<file path="src/rtl/pbmux_pkg.sv">
// Constants and types of the port B multiplexer.
// Assumes one 50 MHz system clock and an eight-pin port.
package pbmux_pkg;

    // Port geometry
    localparam int unsigned PBMUX_PINS        = 8;
    localparam int unsigned PBMUX_SYNC_STAGES = 2;

    // Pin positions of the alternate functions
    localparam int unsigned PBMUX_BIT_SCK    = 7;
    localparam int unsigned PBMUX_BIT_MISO   = 6;
    localparam int unsigned PBMUX_BIT_MOSI   = 5;
    localparam int unsigned PBMUX_BIT_SEL    = 4;
    localparam int unsigned PBMUX_BIT_CMP_B  = 4;
    localparam int unsigned PBMUX_BIT_CMP_A  = 3;
    localparam int unsigned PBMUX_BIT_IRQ2   = 2;
    localparam int unsigned PBMUX_BIT_DIVIDED_CLOCK_OUT   = 1;
    localparam int unsigned PBMUX_BIT_T1     = 1;
    localparam int unsigned PBMUX_BIT_XCK    = 0;
    localparam int unsigned PBMUX_BIT_T0     = 0;

    // Values after reset
    localparam logic [7:0] PBMUX_PIN_OUT_RST = 8'h00;
    localparam logic [7:0] PBMUX_PIN_OE_RST  = 8'h00;
    localparam logic [7:0] PBMUX_PULLUP_RST  = 8'h00;
    localparam logic [7:0] PBMUX_DIE_RST     = 8'h00;
    localparam logic [7:0] PBMUX_INPUT_RST   = 8'h00;
    localparam logic       PBMUX_SEL_N_RST   = 1'b1;
    localparam logic       PBMUX_FLAG_RST    = 1'b0;

    // Per-pin override bundle
    typedef struct packed {
        logic dir_oe;
        logic dir_val;
        logic val_oe;
        logic val_val;
    } pbmux_ovr_t;

    localparam pbmux_ovr_t PBMUX_OVR_NONE = '{dir_oe: 1'b0, dir_val: 1'b0, val_oe: 1'b0, val_val: 1'b0};

endpackage : pbmux_pkg

</file>
<file path="src/rtl/pbmux_sync.sv">
// Multi-bit level synchroniser, a chain of flip-flops per bit.
// Assumes the inputs are unrelated levels; only the last stage is read outside.
`timescale 1ns/1ns
module pbmux_sync
    import pbmux_pkg::*;
#(
    parameter int unsigned WIDTH  = PBMUX_PINS,
    parameter int unsigned STAGES = PBMUX_SYNC_STAGES
) (
    // Clock and reset
    input  wire logic             i_mclk,
    input  wire logic             i_reset_n,
    input  wire logic             i_clk_en,
    // Data
    input  wire logic [WIDTH-1:0] i_async,
    output logic      [WIDTH-1:0] o_sync
);

    logic [WIDTH-1:0] stage_reg [STAGES];

    genvar s;
    generate
        for (s = 0; s < STAGES; s++) begin : g_stage
            always_ff @(posedge i_mclk or negedge i_reset_n) begin
                if (!i_reset_n) begin
                    stage_reg[s] <= '0;
                end else if (i_clk_en) begin
                    stage_reg[s] <= (s == 0) ? i_async : stage_reg[(s == 0) ? 0 : s - 1];
                end
            end
        end
    endgenerate

    assign o_sync = stage_reg[STAGES-1];

endmodule : pbmux_sync

</file>
<file path="src/rtl/pbmux_pin_cell.sv">
// Combinational override cell for one port pin.
// Assumes the caller builds the override bundle.
`timescale 1ns/1ns
module pbmux_pin_cell
    import pbmux_pkg::*;
(
    // Override bundle
    input  wire pbmux_ovr_t i_ovr,
    // Ordinary port register bits
    input  wire logic       i_dir,
    input  wire logic       i_out,
    input  wire logic       i_pullup_disable,
    // Resolved pin controls
    output logic            o_oe,
    output logic            o_val,
    output logic            o_pullup
);

    logic oe_w;

    // RULE17: direction override select
    assign oe_w = i_ovr.dir_oe ? i_ovr.dir_val : i_dir;

    // RULE18: value override select
    assign o_val = (oe_w && i_ovr.val_oe) ? i_ovr.val_val : i_out;

    // RULE7: pull-up on an input whose port output bit is set, unless pull-ups are globally disabled
    assign o_pullup = !oe_w && i_out && !i_pullup_disable;

    assign o_oe = oe_w;

endmodule : pbmux_pin_cell

</file>
<file path="src/rtl/pbmux_port_b.sv">
// Port B alternate-function multiplexer for SPI, timer, clock and interrupt pins.
// Assumes controls come from the i_mclk domain; pin inputs are asynchronous.
//
// Functional notes
// RULE1: SPI slave forces the clock pin 7 to input.
// RULE2: SPI master leaves pin 7 direction to its direction bit.
// RULE3: Master forces data-in pin 6 to input; slave uses direction bit.
// RULE4: Slave forces data pin 5 to input; master uses direction bit.
// RULE5: Slave forces select pin 4 to input; master uses direction bit.
// RULE6: Slave SPI is active only while select pin is held low.
// RULE7: Forced input pins keep pull-up control from the port output bit.
// RULE8: Timer0 compare B drives pin 4 when its direction bit is output.
// RULE9: Timer0 compare A drives pin 3 when its direction bit is output.
// RULE10: Pin 2 feeds interrupt two; enabling it keeps input enabled.
// RULE11: Clock-out fuse drives divided clock on pin 1, overriding port bits.
// RULE12: Divided clock stays on pin 1 while held in reset.
// RULE13: Pin 0 carries serial sync clock, direction bit picks drive or receive.
// RULE14: Pin 1 feeds timer1 count input, pin 0 feeds timer0.
// RULE15: Pins feed change sources 8..15; bank and mask keep input enabled.
// RULE16: Data pins combine master and slave paths of the SPI.
// RULE17: Direction override enable selects override value over direction bit.
// RULE18: Value override drives override value when driver is enabled.
// RULE19: Unclaimed pins stay under ordinary port register control.
`timescale 1ns/1ns
module pbmux_port_b
    import pbmux_pkg::*;
#(
    parameter int unsigned PINS = PBMUX_PINS
) (
    // Clock, reset and freeze
    input  wire logic            i_mclk,
    input  wire logic            i_reset_n,
    input  wire logic            i_clk_en,
    // Ordinary port registers
    input  wire logic [PINS-1:0] i_port_b_dir,
    input  wire logic [PINS-1:0] i_port_b_out,
    input  wire logic            i_global_pullup_disable,
    // Pads
    input  wire logic [PINS-1:0] i_pin_in,
    output logic      [PINS-1:0] o_pin_out,
    output logic      [PINS-1:0] o_pin_oe,
    output logic      [PINS-1:0] o_pin_pullup,
    output logic      [PINS-1:0] o_digital_input_enable,
    // Sleep state of the processor
    input  wire logic            i_sleep_input_off,
    // SPI controls and paths
    input  wire logic            i_spi_enable_bit,
    input  wire logic            i_spi_master_select,
    input  wire logic            i_spi_sck_drive,
    input  wire logic            i_spi_master_out,
    input  wire logic            i_spi_slave_out,
    output logic                 o_spi_sck_in,
    output logic                 o_spi_master_in,
    output logic                 o_spi_slave_in,
    output logic                 o_spi_slave_select_n,
    output logic                 o_spi_slave_active,
    // Timer 0 compare outputs
    input  wire logic            i_timer0_compare_a_out,
    input  wire logic            i_timer0_compare_a_en,
    input  wire logic            i_timer0_compare_b_out,
    input  wire logic            i_timer0_compare_b_en,
    // Timer count inputs
    output logic                 o_timer0_count_in,
    output logic                 o_timer1_count_in,
    // Divided clock output
    input  wire logic            i_clock_output_fuse,
    input  wire logic            i_divided_clock_out,
    // Serial port synchronous clock
    input  wire logic            i_serial_sync_mode,
    input  wire logic            i_serial_sync_clock_drive,
    output logic                 o_serial_sync_clock,
    // External interrupt two
    input  wire logic            i_external_irq_two_enable,
    output logic                 o_external_irq_two,
    // Pin-change interrupt sources 8 to 15
    input  wire logic            i_pin_change_bank1_enable,
    input  wire logic [PINS-1:0] i_pin_change_mask,
    output logic      [PINS-1:0] o_pin_change_src
);

    // Synchronised pads and mode decode
    logic [PINS-1:0] pin_sync;
    logic            spi_master_on;
    logic            spi_slave_on;
    logic            serial_clk_on;

    // SPI role decode
    assign spi_master_on = i_spi_enable_bit && i_spi_master_select;
    assign spi_slave_on  = i_spi_enable_bit && !i_spi_master_select;
    assign serial_clk_on = i_serial_sync_mode;

    // Pads pass two stages first
    pbmux_sync #(
        .WIDTH  (PINS),
        .STAGES (PBMUX_SYNC_STAGES)
    ) u_sync (
        .i_mclk    (i_mclk),
        .i_reset_n (i_reset_n),
        .i_clk_en  (i_clk_en),
        .i_async   (i_pin_in),
        .o_sync    (pin_sync)
    );

    // Override bundles, one per pin
    pbmux_ovr_t ovr [PINS];

    pbmux_ovr_t ovr_sck;
    pbmux_ovr_t ovr_miso;
    pbmux_ovr_t ovr_mosi;
    pbmux_ovr_t ovr_sel;
    pbmux_ovr_t ovr_cmp_a;
    pbmux_ovr_t ovr_irq2;
    pbmux_ovr_t ovr_divided_clock_out;
    pbmux_ovr_t ovr_xck;

    // RULE1: slave clock pin forced input
    // RULE2: master clock pin follows direction bit
    assign ovr_sck.dir_oe  = spi_slave_on;
    assign ovr_sck.dir_val = 1'b0;
    assign ovr_sck.val_oe  = spi_master_on;
    assign ovr_sck.val_val = i_spi_sck_drive;

    // RULE3: master data-in forced input
    // RULE16: slave output path drives pin 6
    assign ovr_miso.dir_oe  = spi_master_on;
    assign ovr_miso.dir_val = 1'b0;
    assign ovr_miso.val_oe  = spi_slave_on;
    assign ovr_miso.val_val = i_spi_slave_out;

    // RULE4: slave data-in forced input
    // RULE16: master output path drives pin 5
    assign ovr_mosi.dir_oe  = spi_slave_on;
    assign ovr_mosi.dir_val = 1'b0;
    assign ovr_mosi.val_oe  = spi_master_on;
    assign ovr_mosi.val_val = i_spi_master_out;

    // RULE5: slave select forced input
    // RULE8: compare B drives pin 4 if output
    assign ovr_sel.dir_oe  = spi_slave_on;
    assign ovr_sel.dir_val = 1'b0;
    assign ovr_sel.val_oe  = i_timer0_compare_b_en;
    assign ovr_sel.val_val = i_timer0_compare_b_out;

    // RULE9: compare A drives pin 3 if output
    assign ovr_cmp_a.dir_oe  = 1'b0;
    assign ovr_cmp_a.dir_val = 1'b0;
    assign ovr_cmp_a.val_oe  = i_timer0_compare_a_en;
    assign ovr_cmp_a.val_val = i_timer0_compare_a_out;

    // RULE19: pin 2 has no output function
    assign ovr_irq2 = PBMUX_OVR_NONE;

    // RULE11: fuse claims pin 1 as output
    assign ovr_divided_clock_out.dir_oe  = i_clock_output_fuse;
    assign ovr_divided_clock_out.dir_val = 1'b1;
    assign ovr_divided_clock_out.val_oe  = i_clock_output_fuse;
    assign ovr_divided_clock_out.val_val = i_divided_clock_out;

    // RULE13: serial clock driven when direction set
    assign ovr_xck.dir_oe  = 1'b0;
    assign ovr_xck.dir_val = 1'b0;
    assign ovr_xck.val_oe  = serial_clk_on;
    assign ovr_xck.val_val = i_serial_sync_clock_drive;

    assign ovr[PBMUX_BIT_SCK]   = ovr_sck;
    assign ovr[PBMUX_BIT_MISO]  = ovr_miso;
    assign ovr[PBMUX_BIT_MOSI]  = ovr_mosi;
    assign ovr[PBMUX_BIT_SEL]   = ovr_sel;
    assign ovr[PBMUX_BIT_CMP_A] = ovr_cmp_a;
    assign ovr[PBMUX_BIT_IRQ2]  = ovr_irq2;
    assign ovr[PBMUX_BIT_DIVIDED_CLOCK_OUT]  = ovr_divided_clock_out;
    assign ovr[PBMUX_BIT_XCK]   = ovr_xck;

    // Resolved pin controls
    logic [PINS-1:0] pin_oe_w;
    logic [PINS-1:0] pin_val_w;
    logic [PINS-1:0] pin_pullup_w;

    // One cell per pin
    genvar p;
    generate
        for (p = 0; p < PINS; p++) begin : g_pin
            // RULE19: ordinary control when unclaimed
            pbmux_pin_cell u_cell (
                .i_ovr            (ovr[p]),
                .i_dir            (i_port_b_dir[p]),
                .i_out            (i_port_b_out[p]),
                .i_pullup_disable (i_global_pullup_disable),
                .o_oe             (pin_oe_w[p]),
                .o_val            (pin_val_w[p]),
                .o_pullup         (pin_pullup_w[p])
            );
        end
    endgenerate

    // Digital input enable keep-alive terms
    logic [PINS-1:0] die_keep;
    logic [PINS-1:0] die_w;
    logic [PINS-1:0] irq2_keep;

    assign irq2_keep = {{(PINS-1){1'b0}}, i_external_irq_two_enable} << PBMUX_BIT_IRQ2;

    // RULE15: bank and mask keep input on
    // RULE10: interrupt two keeps input on
    assign die_keep = ({PINS{i_pin_change_bank1_enable}} & i_pin_change_mask) | irq2_keep;

    // Asleep: kept inputs only
    assign die_w    = {PINS{!i_sleep_input_off}} | die_keep;

    // Gated digital inputs to the alternate functions
    logic [PINS-1:0] din_w;

    assign din_w = pin_sync & die_w;

    // SPI input paths and select
    logic sck_in_w;
    logic master_in_w;
    logic slave_in_w;
    logic sel_n_w;
    logic slave_active_w;

    assign sck_in_w    = din_w[PBMUX_BIT_SCK];

    // RULE16: master input from pin 6
    assign master_in_w = din_w[PBMUX_BIT_MISO];
    // RULE16: slave input from pin 5
    assign slave_in_w  = din_w[PBMUX_BIT_MOSI];

    // Select reads inactive whenever the SPI is not a slave
    assign sel_n_w     = spi_slave_on ? din_w[PBMUX_BIT_SEL] : 1'b1;

    // RULE6: slave active while select low
    assign slave_active_w = spi_slave_on && !sel_n_w;

    // Counter, serial clock and interrupt inputs
    logic t0_in_w;
    logic t1_in_w;
    logic xck_in_w;
    logic irq2_w;

    // RULE14: timer count inputs from pins 0 and 1
    assign t0_in_w  = din_w[PBMUX_BIT_T0];
    assign t1_in_w  = din_w[PBMUX_BIT_T1];

    // RULE13: serial clock read from pin 0 whenever serial mode is on, driven or not
    assign xck_in_w = serial_clk_on ? din_w[PBMUX_BIT_XCK] : 1'b0;
    // RULE10: interrupt two from pin 2
    assign irq2_w   = din_w[PBMUX_BIT_IRQ2];

    // Output registers
    // Pin 1 clock bypasses these
    logic [PINS-1:0] pin_out_reg;
    logic [PINS-1:0] pin_oe_reg;
    logic [PINS-1:0] pin_pullup_reg;
    logic [PINS-1:0] die_reg;
    logic [PINS-1:0] pin_change_reg;

    always_ff @(posedge i_mclk or negedge i_reset_n) begin
        if (!i_reset_n) begin
            pin_out_reg    <= PBMUX_PIN_OUT_RST;
            pin_oe_reg     <= PBMUX_PIN_OE_RST;
            pin_pullup_reg <= PBMUX_PULLUP_RST;
            die_reg        <= PBMUX_DIE_RST;
            pin_change_reg <= PBMUX_INPUT_RST;
        end else if (i_clk_en) begin
            pin_out_reg    <= pin_val_w;
            pin_oe_reg     <= pin_oe_w;
            pin_pullup_reg <= pin_pullup_w;
            die_reg        <= die_w;
            // RULE15: change sources 8..15 in pin order
            pin_change_reg <= din_w;
        end
    end

    // SPI input registers
    logic sck_in_reg;
    logic master_in_reg;
    logic slave_in_reg;
    logic sel_n_reg;
    logic slave_active_reg;

    always_ff @(posedge i_mclk or negedge i_reset_n) begin
        if (!i_reset_n) begin
            sck_in_reg       <= PBMUX_FLAG_RST;
            master_in_reg    <= PBMUX_FLAG_RST;
            slave_in_reg     <= PBMUX_FLAG_RST;
            sel_n_reg        <= PBMUX_SEL_N_RST;
            slave_active_reg <= PBMUX_FLAG_RST;
        end else if (i_clk_en) begin
            sck_in_reg       <= sck_in_w;
            master_in_reg    <= master_in_w;
            slave_in_reg     <= slave_in_w;
            sel_n_reg        <= sel_n_w;
            slave_active_reg <= slave_active_w;
        end
    end

    // Counter and interrupt registers
    logic t0_in_reg;
    logic t1_in_reg;
    logic xck_in_reg;
    logic irq2_reg;

    always_ff @(posedge i_mclk or negedge i_reset_n) begin
        if (!i_reset_n) begin
            t0_in_reg  <= PBMUX_FLAG_RST;
            t1_in_reg  <= PBMUX_FLAG_RST;
            xck_in_reg <= PBMUX_FLAG_RST;
            irq2_reg   <= PBMUX_FLAG_RST;
        end else if (i_clk_en) begin
            t0_in_reg  <= t0_in_w;
            t1_in_reg  <= t1_in_w;
            xck_in_reg <= xck_in_w;
            irq2_reg   <= irq2_w;
        end
    end

    // Clock-out pin bypass; a clock cannot pass a flip-flop clocked by itself
    logic [PINS-1:0] divided_clock_out_mask;

    assign divided_clock_out_mask = {{(PINS-1){1'b0}}, i_clock_output_fuse} << PBMUX_BIT_DIVIDED_CLOCK_OUT;

    // RULE12: clock stays on pin during reset
    // RULE11: fuse overrides port bits on pin 1
    assign o_pin_out    = (pin_out_reg & ~divided_clock_out_mask) | ({PINS{i_divided_clock_out}} & divided_clock_out_mask);
    assign o_pin_oe     = pin_oe_reg | divided_clock_out_mask;
    assign o_pin_pullup = pin_pullup_reg & ~divided_clock_out_mask;

    assign o_digital_input_enable = die_reg;
    assign o_pin_change_src       = pin_change_reg;

    assign o_spi_sck_in         = sck_in_reg;
    assign o_spi_master_in      = master_in_reg;
    assign o_spi_slave_in       = slave_in_reg;
    assign o_spi_slave_select_n = sel_n_reg;
    assign o_spi_slave_active   = slave_active_reg;

    assign o_timer0_count_in   = t0_in_reg;
    assign o_timer1_count_in   = t1_in_reg;
    assign o_serial_sync_clock = xck_in_reg;
    assign o_external_irq_two  = irq2_reg;

endmodule : pbmux_port_b

</file>
<file path="config.mk">
export PLATFORM = sky130hd
export DESIGN_NAME = pbmux_port_b
export DESIGN_NICKNAME = d
export VERILOG_FILES = /design/src/rtl/pbmux_pkg.sv /design/src/rtl/pbmux_sync.sv /design/src/rtl/pbmux_pin_cell.sv /design/src/rtl/pbmux_port_b.sv
export SDC_FILE = /design/constraint.sdc
export NUM_CORES = 1
export LEC_CHECK = 0
export BUFFER_PORTS_ARGS = -buffer_cell sky130_fd_sc_hd__buf_4
export CORE_UTILIZATION = 40
export DETAILED_ROUTE_END_ITERATION = 8
export PLACE_DENSITY_LB_ADDON = 0.3
export SLEW_MARGIN = 20
export SYNTH_ARGS = -nofsm -noshare
export SYNTH_HDL_FRONTEND = slang
export SYNTH_SLANG_ARGS = --single-unit
</file>
<file path="constraint.sdc">
create_clock -name i_mclk -period 0.9 [get_ports i_mclk]
set_clock_uncertainty 0.05 [all_clocks]
set_input_delay 0.225 -clock i_mclk [delete_from_list [all_inputs] [get_ports i_mclk]]
set_output_delay 0.225 -clock i_mclk [all_outputs]
set_load 0.05 [all_outputs]
</file>
==> results of run 1 <==
==> critical path, delay by kind of cell (launching register included) <==
kind	cells	cell delay [ps]
DFF	1	380
muxes	1	270
buffers and inverters	1	150
==> placed cells by master, fill, tap and decap left out, drive strengths merged <==
cell	netlist	routed
o22ai	8	8
a21oi	22	22
or2	1	1
nand3b	3	3
clkbuf	1	14
buf	37	133
dfrtp	58	58
dfstp	1	1
mux2i	6	6
nor3b	1	1
a21boi	2	2
dlygate4sd3	0	1
nor2	19	19
nor2b	1	1
nand4	1	1
o21ai	8	8
a31o	1	1
and2	1	1
mux2	25	25
o32ai	2	2
and2b	1	1
a31oi	3	3
inv	19	19
a211oi	1	1
clkinv	0	2
nand2b	4	4
nand2	11	11
nand3	5	5
nand4b	2	2
==> kinds of logic (layout without fill, tap and decap cells) <==
| logic type | Yosys count | count (layout) | share of synthesized area |
|---|---|---|---|
| compound gates | 47 | 47 | 0.103 |
| mux | 31 | 31 | 0.128 |
| flops | 59 | 59 | 0.546 |
| simple gates | 50 | 50 | 0.0966 |
| buf+inv | 57 | 169 | 0.127 |
==> per-layer routing <==
metal | global-route usage | up-vias | wire length [um]
met2 | 0.282 | 54 | 2970
met5 | 0 | - | 0
li1 | - | 1019 | -
met4 | 0.0831 | 0 | 119
met1 | 0.221 | 987 | 2660
met3 | 0.0423 | 10 | 235
==> metrics by stage <==
stage	power (mW)	utilization
floorplan	4.69	-
global placement	5.23	0.557
detailed placement	5.27	0.557
CTS	7.70	0.621
global route	8.02	0.631
finish	7.68	0.631
==> area by class of cell <==
cell class,count,area [sq um],area share
clock buffer,14,173,0.0423
inverter,19,71.3,0.0175
multi-input combinational,128,957,0.235
tap,77,96.3,0.0236
timing repair buffer,134,1270,0.311
clock inverter,2,10.0,0.00245
sequential,59,1500,0.368
==> path summary, 6_finish.rpt <==
check / endpoint / slack [ps] / cells past startpoint
hold reg to reg: o_spi_slave_select_n$_DFFE_PN1P_ / 450 / 2
max in group asynchronous: o_spi_slave_select_n$_DFFE_PN1P_ / 160 / 3
setup / recovery: o_pin_out[1] / -490 / 2
min in group asynchronous: pin_oe_reg[3]$_DFFE_PN0P_ / 220 / 2
setup reg to reg: pin_oe_reg[2]$_DFFE_PN0P_ / -40 / 2
hold / removal: pin_pullup_reg[2]$_DFFE_PN0P_ / 50 / 2
==> power by group <==
| group | internal [mW] | switching (mW) |
|---|---|---|
| logic | 1.01 | 1.30 |
| registers | 2.95 | 0.208 |
| clock network | 1.22 | 0.981 |
| total | 5.19 | 2.49 |
==> timing repair <==
item / CTS / global route
setup endpoints to repair: 49 / 53
gates resized for setup: 51 / 5
setup buffers: 5 / 6
pin swaps: 0 / 1
hold buffers: 1 / 0
endpoints found under the hold margin: 58 / 0
==> out/qor.yml, run 1 <==
outcome:
  status: "finished, violations left"
  failed_checks: "DRC, setup timing"
critical_path:
  critical_path.max_fanout: 2
  slowest_delay_ps: 380
  startpoint_type: "flip-flop"
  crit_start: "pin_out_reg[1]$_DFFE_PN0P_"
  crit_chain: "mux2_4 > buf_6"
  cp.required_ps: 620
  rr_startpoint: "pin_oe_reg[2]$_DFFE_PN0P_"
  worst-setup-path-type: "reg -> out"
  crit_arrival_ps: 1120
  end_kind: "primary output"
  crit_slowest_cell: "dfrtp_1"
yosys:
  synth.distinct_cells: 33
  syn_nets: 296
  synth-edff-count: 0
  ys_async_sr_fraction: 1.00
  synthCells: 244
  ys_warn_count: 0
  yosysSeqAreaShare: 0.546
  ys.flop_type: "dfrtp_1"
  syn_area_per_cell_sq_um: 11.1
  yosysMostFrequentCell: "dfrtp_1"
  synth-seq-cells: 59
  synth_area_leaders: "dfrtp_1 (54%), mux2_2 (10%), buf_4 (7.8%), a21oi_1 (4.1%), inv_1 (2.6%)"
  syn_area_sq_um: 2710
  synth_top_area_frac: 0.536
  synth_area_leader_cell: "dfrtp_1"
  netlist_top_cells_count: "dfrtp_1 (58), buf_4 (28), mux2_2 (24), a21oi_1 (22)"
pwr:
  p_per_area_nw_per_um2: 1880
  irDropWorstVdd_mv: 1.01
  p_leak_nw: 1.96
floorplanning:
  start_util: 0.419
  die-width_um: 84.3
  core_sq_um: 6460
  die_h_um: 84.3
  dieArea_sq_um: 7100
  num_rows: 29
  io_pins: 101
timing:
  grt_setup_unrepaired: "true"
  finalHoldViolations: 0
  final.period_utilization: 1.54
  max_freq_ghz: 0.719
  slew_headroom: 0.856
  drv_slew: 0
  finalWorstSetupSlack_ps: -490
  finalSetupViolCount: 52
  totalNegativeSetupSlack_ps: -13270
  worst_pin_slew_ps: 211
  timing.final.crit_period_ps: 1390
  holdWs_ps: 53.5
placement:
  place_congestion: 0.750
  hpwl_mm: 4.39
  pre_cts_slack_ps: -205
  placed_cell_area_sq_um: 3600
  port_buffers: 100
  dp_cells: 405
clock_network:
  cts.sinks: 59
  clk_latency_ps: 310
  numCtsBuffers: 9
  cts.path.max_buffers: 2
  cts_root_buf: "clkbuf_8"
  cts.clk_slew.worst_paths_ps: 70
  htreeDepth: 3
  cts_tree: "done"
global_route:
  overflow: 0
  grt_pass1_vias: 2074
  grtUsageTotal: 0.174
  grt_max_degree: 29
  antenna_found_initial: 0
  grt_first_pass_wirelength_mm: 9.63
drt:
  drtPass1Iterations: 6
  via_per_inst: 4.78
  vias: 2070
  wirelength_mm: 5.98
  wl_per_cell_um: 13.8
  drc_errors: 8
  antenna_left: 0
  drt_iter0_markers: 78
finish:
  diodes: 0
  nNetsFinal: 403
  syn_to_final_growth_pct: 50.6
  fillers: 524
  fin_cells: 433
  drive_above_1_share: 0.570
  stdcell_area_sq_um: 4080
hold_path:
  min_from: "i_port_b_dir[2]"
  hold_class: "in -> reg"
job:
  drv_cap: 0
(Power assumes the default switching activity.)
==> inputs of run 2 (changes only) <==
- RECOVER_POWER: not set -> 25
==> out/qor.yml, run 2 (synthesized netlist as in run 1, its figures left out) <==
floorplanning:
  dieArea_sq_um: 7100  # unchanged
  start_util: 0.419  # unchanged
  die_h_um: 84.3  # unchanged
  die-width_um: 84.3  # unchanged
  io_pins: 101  # unchanged
  core_sq_um: 6460  # unchanged
  num_rows: 29  # unchanged
global_route:
  grt_max_degree: 29  # unchanged
  grtUsageTotal: 0.174  # unchanged
  grt_pass1_vias: 2074  # unchanged
  overflow: 0  # unchanged
  grt_first_pass_wirelength_mm: 9.63  # unchanged
  antenna_found_initial: 0  # unchanged
finish:
  layout_commonest_cell: "buf_4"  # unchanged
  fin_cells: 433  # unchanged
  stdcell_area_sq_um: 4070  # was 4080 sq um
  multiInputGateArea_sq_um: 957  # unchanged
  ff_latch_area_sq_um: 1500  # unchanged
  diodes: 0  # unchanged
  fillers: 526  # was 524
  drive_above_1_share: 0.567  # was 0.570
  nNetsFinal: 403  # unchanged
  layout_common_cells: "buf_4 (76), buf_6 (49), dfrtp_1 (40)"  # was buf_4 (77), buf_6 (49), dfrtp_1 (40)
  syn_to_final_growth_pct: 50.5  # was 50.6%
timing:
  timing.final.crit_period_ps: 1390  # about the same
  worst_pin_slew_ps: 506  # was 211 ps
  finalSetupViolCount: 106  # was 52
  final.period_utilization: 1.54  # about the same
  drv_slew: 0  # unchanged
  finalHoldViolations: 0  # unchanged
  grt_setup_unrepaired: "true"  # unchanged
  slew_headroom: 0.663  # was 0.856
  finalWorstSetupSlack_ps: -490  # about the same
  holdWs_ps: 53.3  # was 53.5 ps
  max_freq_ghz: 0.719  # about the same
drt:
  drtPass1Iterations: 7  # was 6
  wl_per_cell_um: 13.7  # was 13.8 um
  drc_errors: 8  # unchanged
  wirelength_mm: 5.95  # was 5.98 mm
  antenna_left: 0  # unchanged
  vias: 2095  # was 2070
  via_per_inst: 4.84  # was 4.78
  drt_iter0_markers: 79  # was 78
placement:
  dp_cells: 405  # unchanged
  placed_cell_area_sq_um: 3600  # unchanged
  hpwl_mm: 4.39  # unchanged
  place_congestion: 0.750  # unchanged
  pre_cts_slack_ps: -205  # unchanged
  port_buffers: 100  # unchanged
critical_path:
  critical_path.max_fanout: 2  # unchanged
  startpoint_type: "flip-flop"  # unchanged
  crit_arrival_ps: 1120  # about the same
  cp.required_ps: 620  # about the same
  crit_slowest_cell: "dfrtp_1"  # unchanged
  slowest_delay_ps: 380  # about the same
  end_kind: "primary output"  # unchanged
  crit_chain: "mux2_4 > buf_6"  # unchanged
  worst-setup-path-type: "reg -> out"  # unchanged
clock_network:
  cts_tree: "done"  # unchanged
  cts.clk_slew.worst_paths_ps: 70  # about the same
  cts.sinks: 59  # unchanged
  numCtsBuffers: 9  # unchanged
  htreeDepth: 3  # unchanged
  cts_root_buf: "clkbuf_8"  # unchanged
  clk_latency_ps: 310  # about the same
  cts.path.max_buffers: 2  # unchanged
pwr:
  irDropWorstVdd_mv: 0.998  # was 1.01 mV
  p_leak_nw: 1.95  # was 1.96 nW
  power_mw: 7.66  # was 7.68 mW
  p_per_area_nw_per_um2: 1880  # about the same
job:
  drv_cap: 0  # unchanged
hold_path:
  hold_class: "in -> reg"  # unchanged
outcome:
  failed_checks: "DRC, setup timing"  # unchanged
  status: "finished, violations left"  # unchanged
==> run 2: final cells by class <==
class / count / share of cell area
timing repair buffer: 134 / 0.311
clock inverter: 2 / 0.00246
clock buffer: 14 / 0.0424
tap: 77 / 0.0236
inverter: 19 / 0.0175
multi-input combinational: 128 / 0.235
sequential: 59 / 0.368
==> run 2: worst max-delay path: cells and delay by family, from the launching register on <==
family	cells	cell delay, ps
buffers and inverters	1	150
multiplexers	1	270
flip-flops	1	380
==> run 2: worst paths after layout <==
check                                                 start                               end  slack (ps)  depth (start not counted)
max                              pin_out_reg[1]$_DFFE_PN0P_                      o_pin_out[1]        -490                          2
min                                         i_port_b_dir[2]     pin_pullup_reg[2]$_DFFE_PN0P_          50                          2
max reg2reg                       pin_oe_reg[2]$_DFFE_PN0P_         pin_oe_reg[2]$_DFFE_PN0P_         -40                          2
min reg2reg                o_spi_slave_select_n$_DFFE_PN1P_  o_spi_slave_select_n$_DFFE_PN1P_         450                          2
max in group asynchronous                         i_reset_n  o_spi_slave_select_n$_DFFE_PN1P_        -120                          3
min in group asynchronous                         i_reset_n         pin_oe_reg[3]$_DFFE_PN0P_         330                          2
==> run 2: where the power goes <==
| part | total [mW] | internal (mW) | switching [mW] | leakage [nW] |
|---|---|---|---|---|
| sequential | 3.16 | 2.95 | 0.207 | 0.685 |
| clock | 2.19 | 1.22 | 0.969 | 0.0965 |
| combinational | 2.31 | 1.01 | 1.30 | 1.17 |
| total | 7.66 | 5.18 | 2.48 | 1.95 |
==> run 2: timing repair <==
item / in CTS / in global routing
endpoints found under the setup margin: 49 / 53
hold buffers: 1 / 0
setup buffers: 5 / 6
gates resized for setup: 51 / 5
endpoints found under the hold margin: 58 / 0
pin swaps: 0 / 1
==> run 2: metrics by stage <==
step | setup TNS, ps | util
finish | -15820 | 0.631
global route | -21930 | 0.631
CTS | -13950 | 0.621
detailed placement | -7090 | 0.557
global placement | -6450 | 0.557
floorplan | -1280 | -
==> run 2: layer usage <==
layer	GRT usage	wire length [um]	up-vias
met5	0	0	-
met4	0.0831	135	0
met3	0.0423	241	12
met2	0.282	2950	61
met1	0.221	2620	1000
li1	-	-	1022
==> inputs of run 3 (changes only) <==
- CTS_BUF_LIST: not set -> sky130_fd_sc_hd__clkbuf_8
==> out/qor.yml, run 3 (synthesized netlist as in run 1, its figures left out) <==
outcome:
  status: "finished, violations left"  # unchanged
  failed_checks: "DRC, setup timing"  # unchanged
finish:
  nNetsFinal: 403  # unchanged
  multiInputGateArea_sq_um: 957  # unchanged
  ff_latch_area_sq_um: 1500  # unchanged
  layout_common_cells: "buf_4 (76), buf_6 (49), dfrtp_1 (40)"  # unchanged
  drive_above_1_share: 0.567  # unchanged
  layout_commonest_cell: "buf_4"  # unchanged
  syn_to_final_growth_pct: 50.5  # unchanged
  fin_cells: 433  # unchanged
  fillers: 526  # unchanged
  diodes: 0  # unchanged
pwr:
  p_leak_nw: 1.96  # was 1.95 nW
  p_int_mw: 5.16  # was 5.18 mW
  p_switching_mw: 2.48  # about the same
  irDropWorstVdd_mv: 0.998  # about the same
  p_per_area_nw_per_um2: 1880  # about the same
  comb_power_share: 0.303  # was 0.302
  netSwitchingFraction: 0.325  # was 0.324
  power_frac_clock: 0.284  # was 0.286
  p_seq_frac: 0.414  # was 0.413
  power_mw: 7.64  # was 7.66 mW
floorplanning:
  num_rows: 29  # unchanged
  die_h_um: 84.3  # unchanged
  start_util: 0.419  # unchanged
  dieArea_sq_um: 7100  # unchanged
  die-width_um: 84.3  # unchanged
  core_sq_um: 6460  # unchanged
  io_pins: 101  # unchanged
drt:
  wirelength_mm: 5.95  # about the same
  via_per_inst: 4.82  # was 4.84
  drt_iter0_markers: 79  # unchanged
  drc_errors: 8  # unchanged
  drtPass1Iterations: 6  # was 7
  vias: 2089  # was 2095
  wl_per_cell_um: 13.7  # about the same
  antenna_left: 0  # unchanged
critical_path:
  worst-setup-path-type: "reg -> out"  # unchanged
  crit_start: "pin_out_reg[1]$_DFFE_PN0P_"  # unchanged
  rr_startpoint: "pin_oe_reg[2]$_DFFE_PN0P_"  # unchanged
  cp.required_ps: 620  # about the same
  crit_arrival_ps: 1120  # about the same
  end_kind: "primary output"  # unchanged
  critical_path.max_fanout: 2  # unchanged
  startpoint_type: "flip-flop"  # unchanged
timing:
  worst_pin_slew_ps: 506  # unchanged
  slew_headroom: 0.663  # unchanged
  max_freq_ghz: 0.719  # about the same
  holdWs_ps: 54.8  # was 53.3 ps
  timing.final.crit_period_ps: 1390  # about the same
  finalSetupViolCount: 106  # unchanged
  finalWorstSetupSlack_ps: -490  # about the same
  drv_slew: 0  # unchanged
  grt_setup_unrepaired: "true"  # unchanged
  finalHoldViolations: 0  # unchanged
  final.period_utilization: 1.54  # about the same
placement:
  dp_cells: 405  # unchanged
  port_buffers: 100  # unchanged
  hpwl_mm: 4.39  # unchanged
  place_congestion: 0.750  # unchanged
clock_network:
  clk_latency_ps: 310  # about the same
  cts_root_buf: "clkbuf_8"  # unchanged
  cts.path.max_buffers: 2  # unchanged
  cts_tree: "done"  # unchanged
  numCtsBuffers: 9  # unchanged
  cts.clk_slew.worst_paths_ps: 70  # about the same
  htreeDepth: 3  # unchanged
  cts.sinks: 59  # unchanged
global_route:
  antenna_found_initial: 0  # unchanged
  grt_max_degree: 29  # unchanged
  grtUsageTotal: 0.174  # unchanged
  grt_pass1_vias: 2074  # unchanged
  overflow: 0  # unchanged
  grt_first_pass_wirelength_mm: 9.63  # unchanged
hold_path:
  min_from: "i_port_b_dir[2]"  # unchanged
  hold_class: "in -> reg"  # unchanged
job:
  drv_cap: 0  # unchanged
-- run 3: cell types whose count changed in the layout (fill, tap and decap cells not counted) --
cell	delta
clkbuf_1	-2
inv_1	+2
-- run 3: cell type report --
class / instances / share of cell area
sequential: 59 / 0.368
tap: 77 / 0.0236
multi-input combinational: 128 / 0.235
clock inverter: 4 / 0.00430
clock buffer: 12 / 0.0405
inverter: 19 / 0.0175
timing repair buffer: 134 / 0.311
-- run 3: worst paths after layout --
path / cells after the start / slack [ps] / endpoint
setup / recovery: 2 / -490 / o_pin_out[1]
hold / removal: 2 / 50 / pin_pullup_reg[2]$_DFFE_PN0P_
setup reg to reg: 2 / -40 / pin_oe_reg[2]$_DFFE_PN0P_
hold reg to reg: 2 / 450 / o_spi_slave_select_n$_DFFE_PN1P_
max in group asynchronous: 3 / -120 / o_spi_slave_select_n$_DFFE_PN1P_
min in group asynchronous: 2 / 330 / pin_oe_reg[3]$_DFFE_PN0P_
-- run 3: power by group through the flow --
stage | logic, mW | clock network (mW) | registers [mW]
after detailed placement | 2.10 | 0 | 3.16
after floorplan | 1.20 | 0 | 3.49
after global routing | 2.43 | 2.37 | 3.19
final | 2.31 | 2.17 | 3.16
after global placement | 2.08 | 0 | 3.16
after CTS | 2.29 | 2.23 | 3.16
-- run 3: critical path, cell delays in order, from the launching register on --
cell     delay, ps
dfrtp_1        380
mux2_4         270
buf_6          150
-- run 3: metal layers --
| metal | routed length [um] | global-route usage | part of all wire | up-vias |
|---|---|---|---|---|
| met3 | 236 | 0.0423 | 0.040 | 11 |
| met4 | 121 | 0.0831 | 0.020 | 0 |
| met2 | 2980 | 0.282 | 0.50 | 56 |
| li1 | - | - | - | 1020 |
| met1 | 2600 | 0.221 | 0.44 | 1002 |
| met5 | 0 | 0 | 0 | - |
-- run 3: what timing repair did --
action                                  CTS  global route
pin swaps                                 0             1
resized for setup                        51             5
buffers inserted                          5             6
hold buffers                              1             0
hold endpoints to repair                 58             0
endpoints found under the setup margin   49            53
-- run 3: through the flow --
stage / setup slack (ps) / utilization / cell area, sq um / setup TNS, ps
after floorplan: -123 / - / 2850 / -1280
after global placement: -198 / 0.557 / 3600 / -6450
after detailed placement: -205 / 0.557 / 3600 / -7090
after CTS: -507 / 0.621 / 4010 / -13950
after global routing: -533 / 0.631 / 4070 / -21930
final: -490 / 0.631 / 4070 / -15800
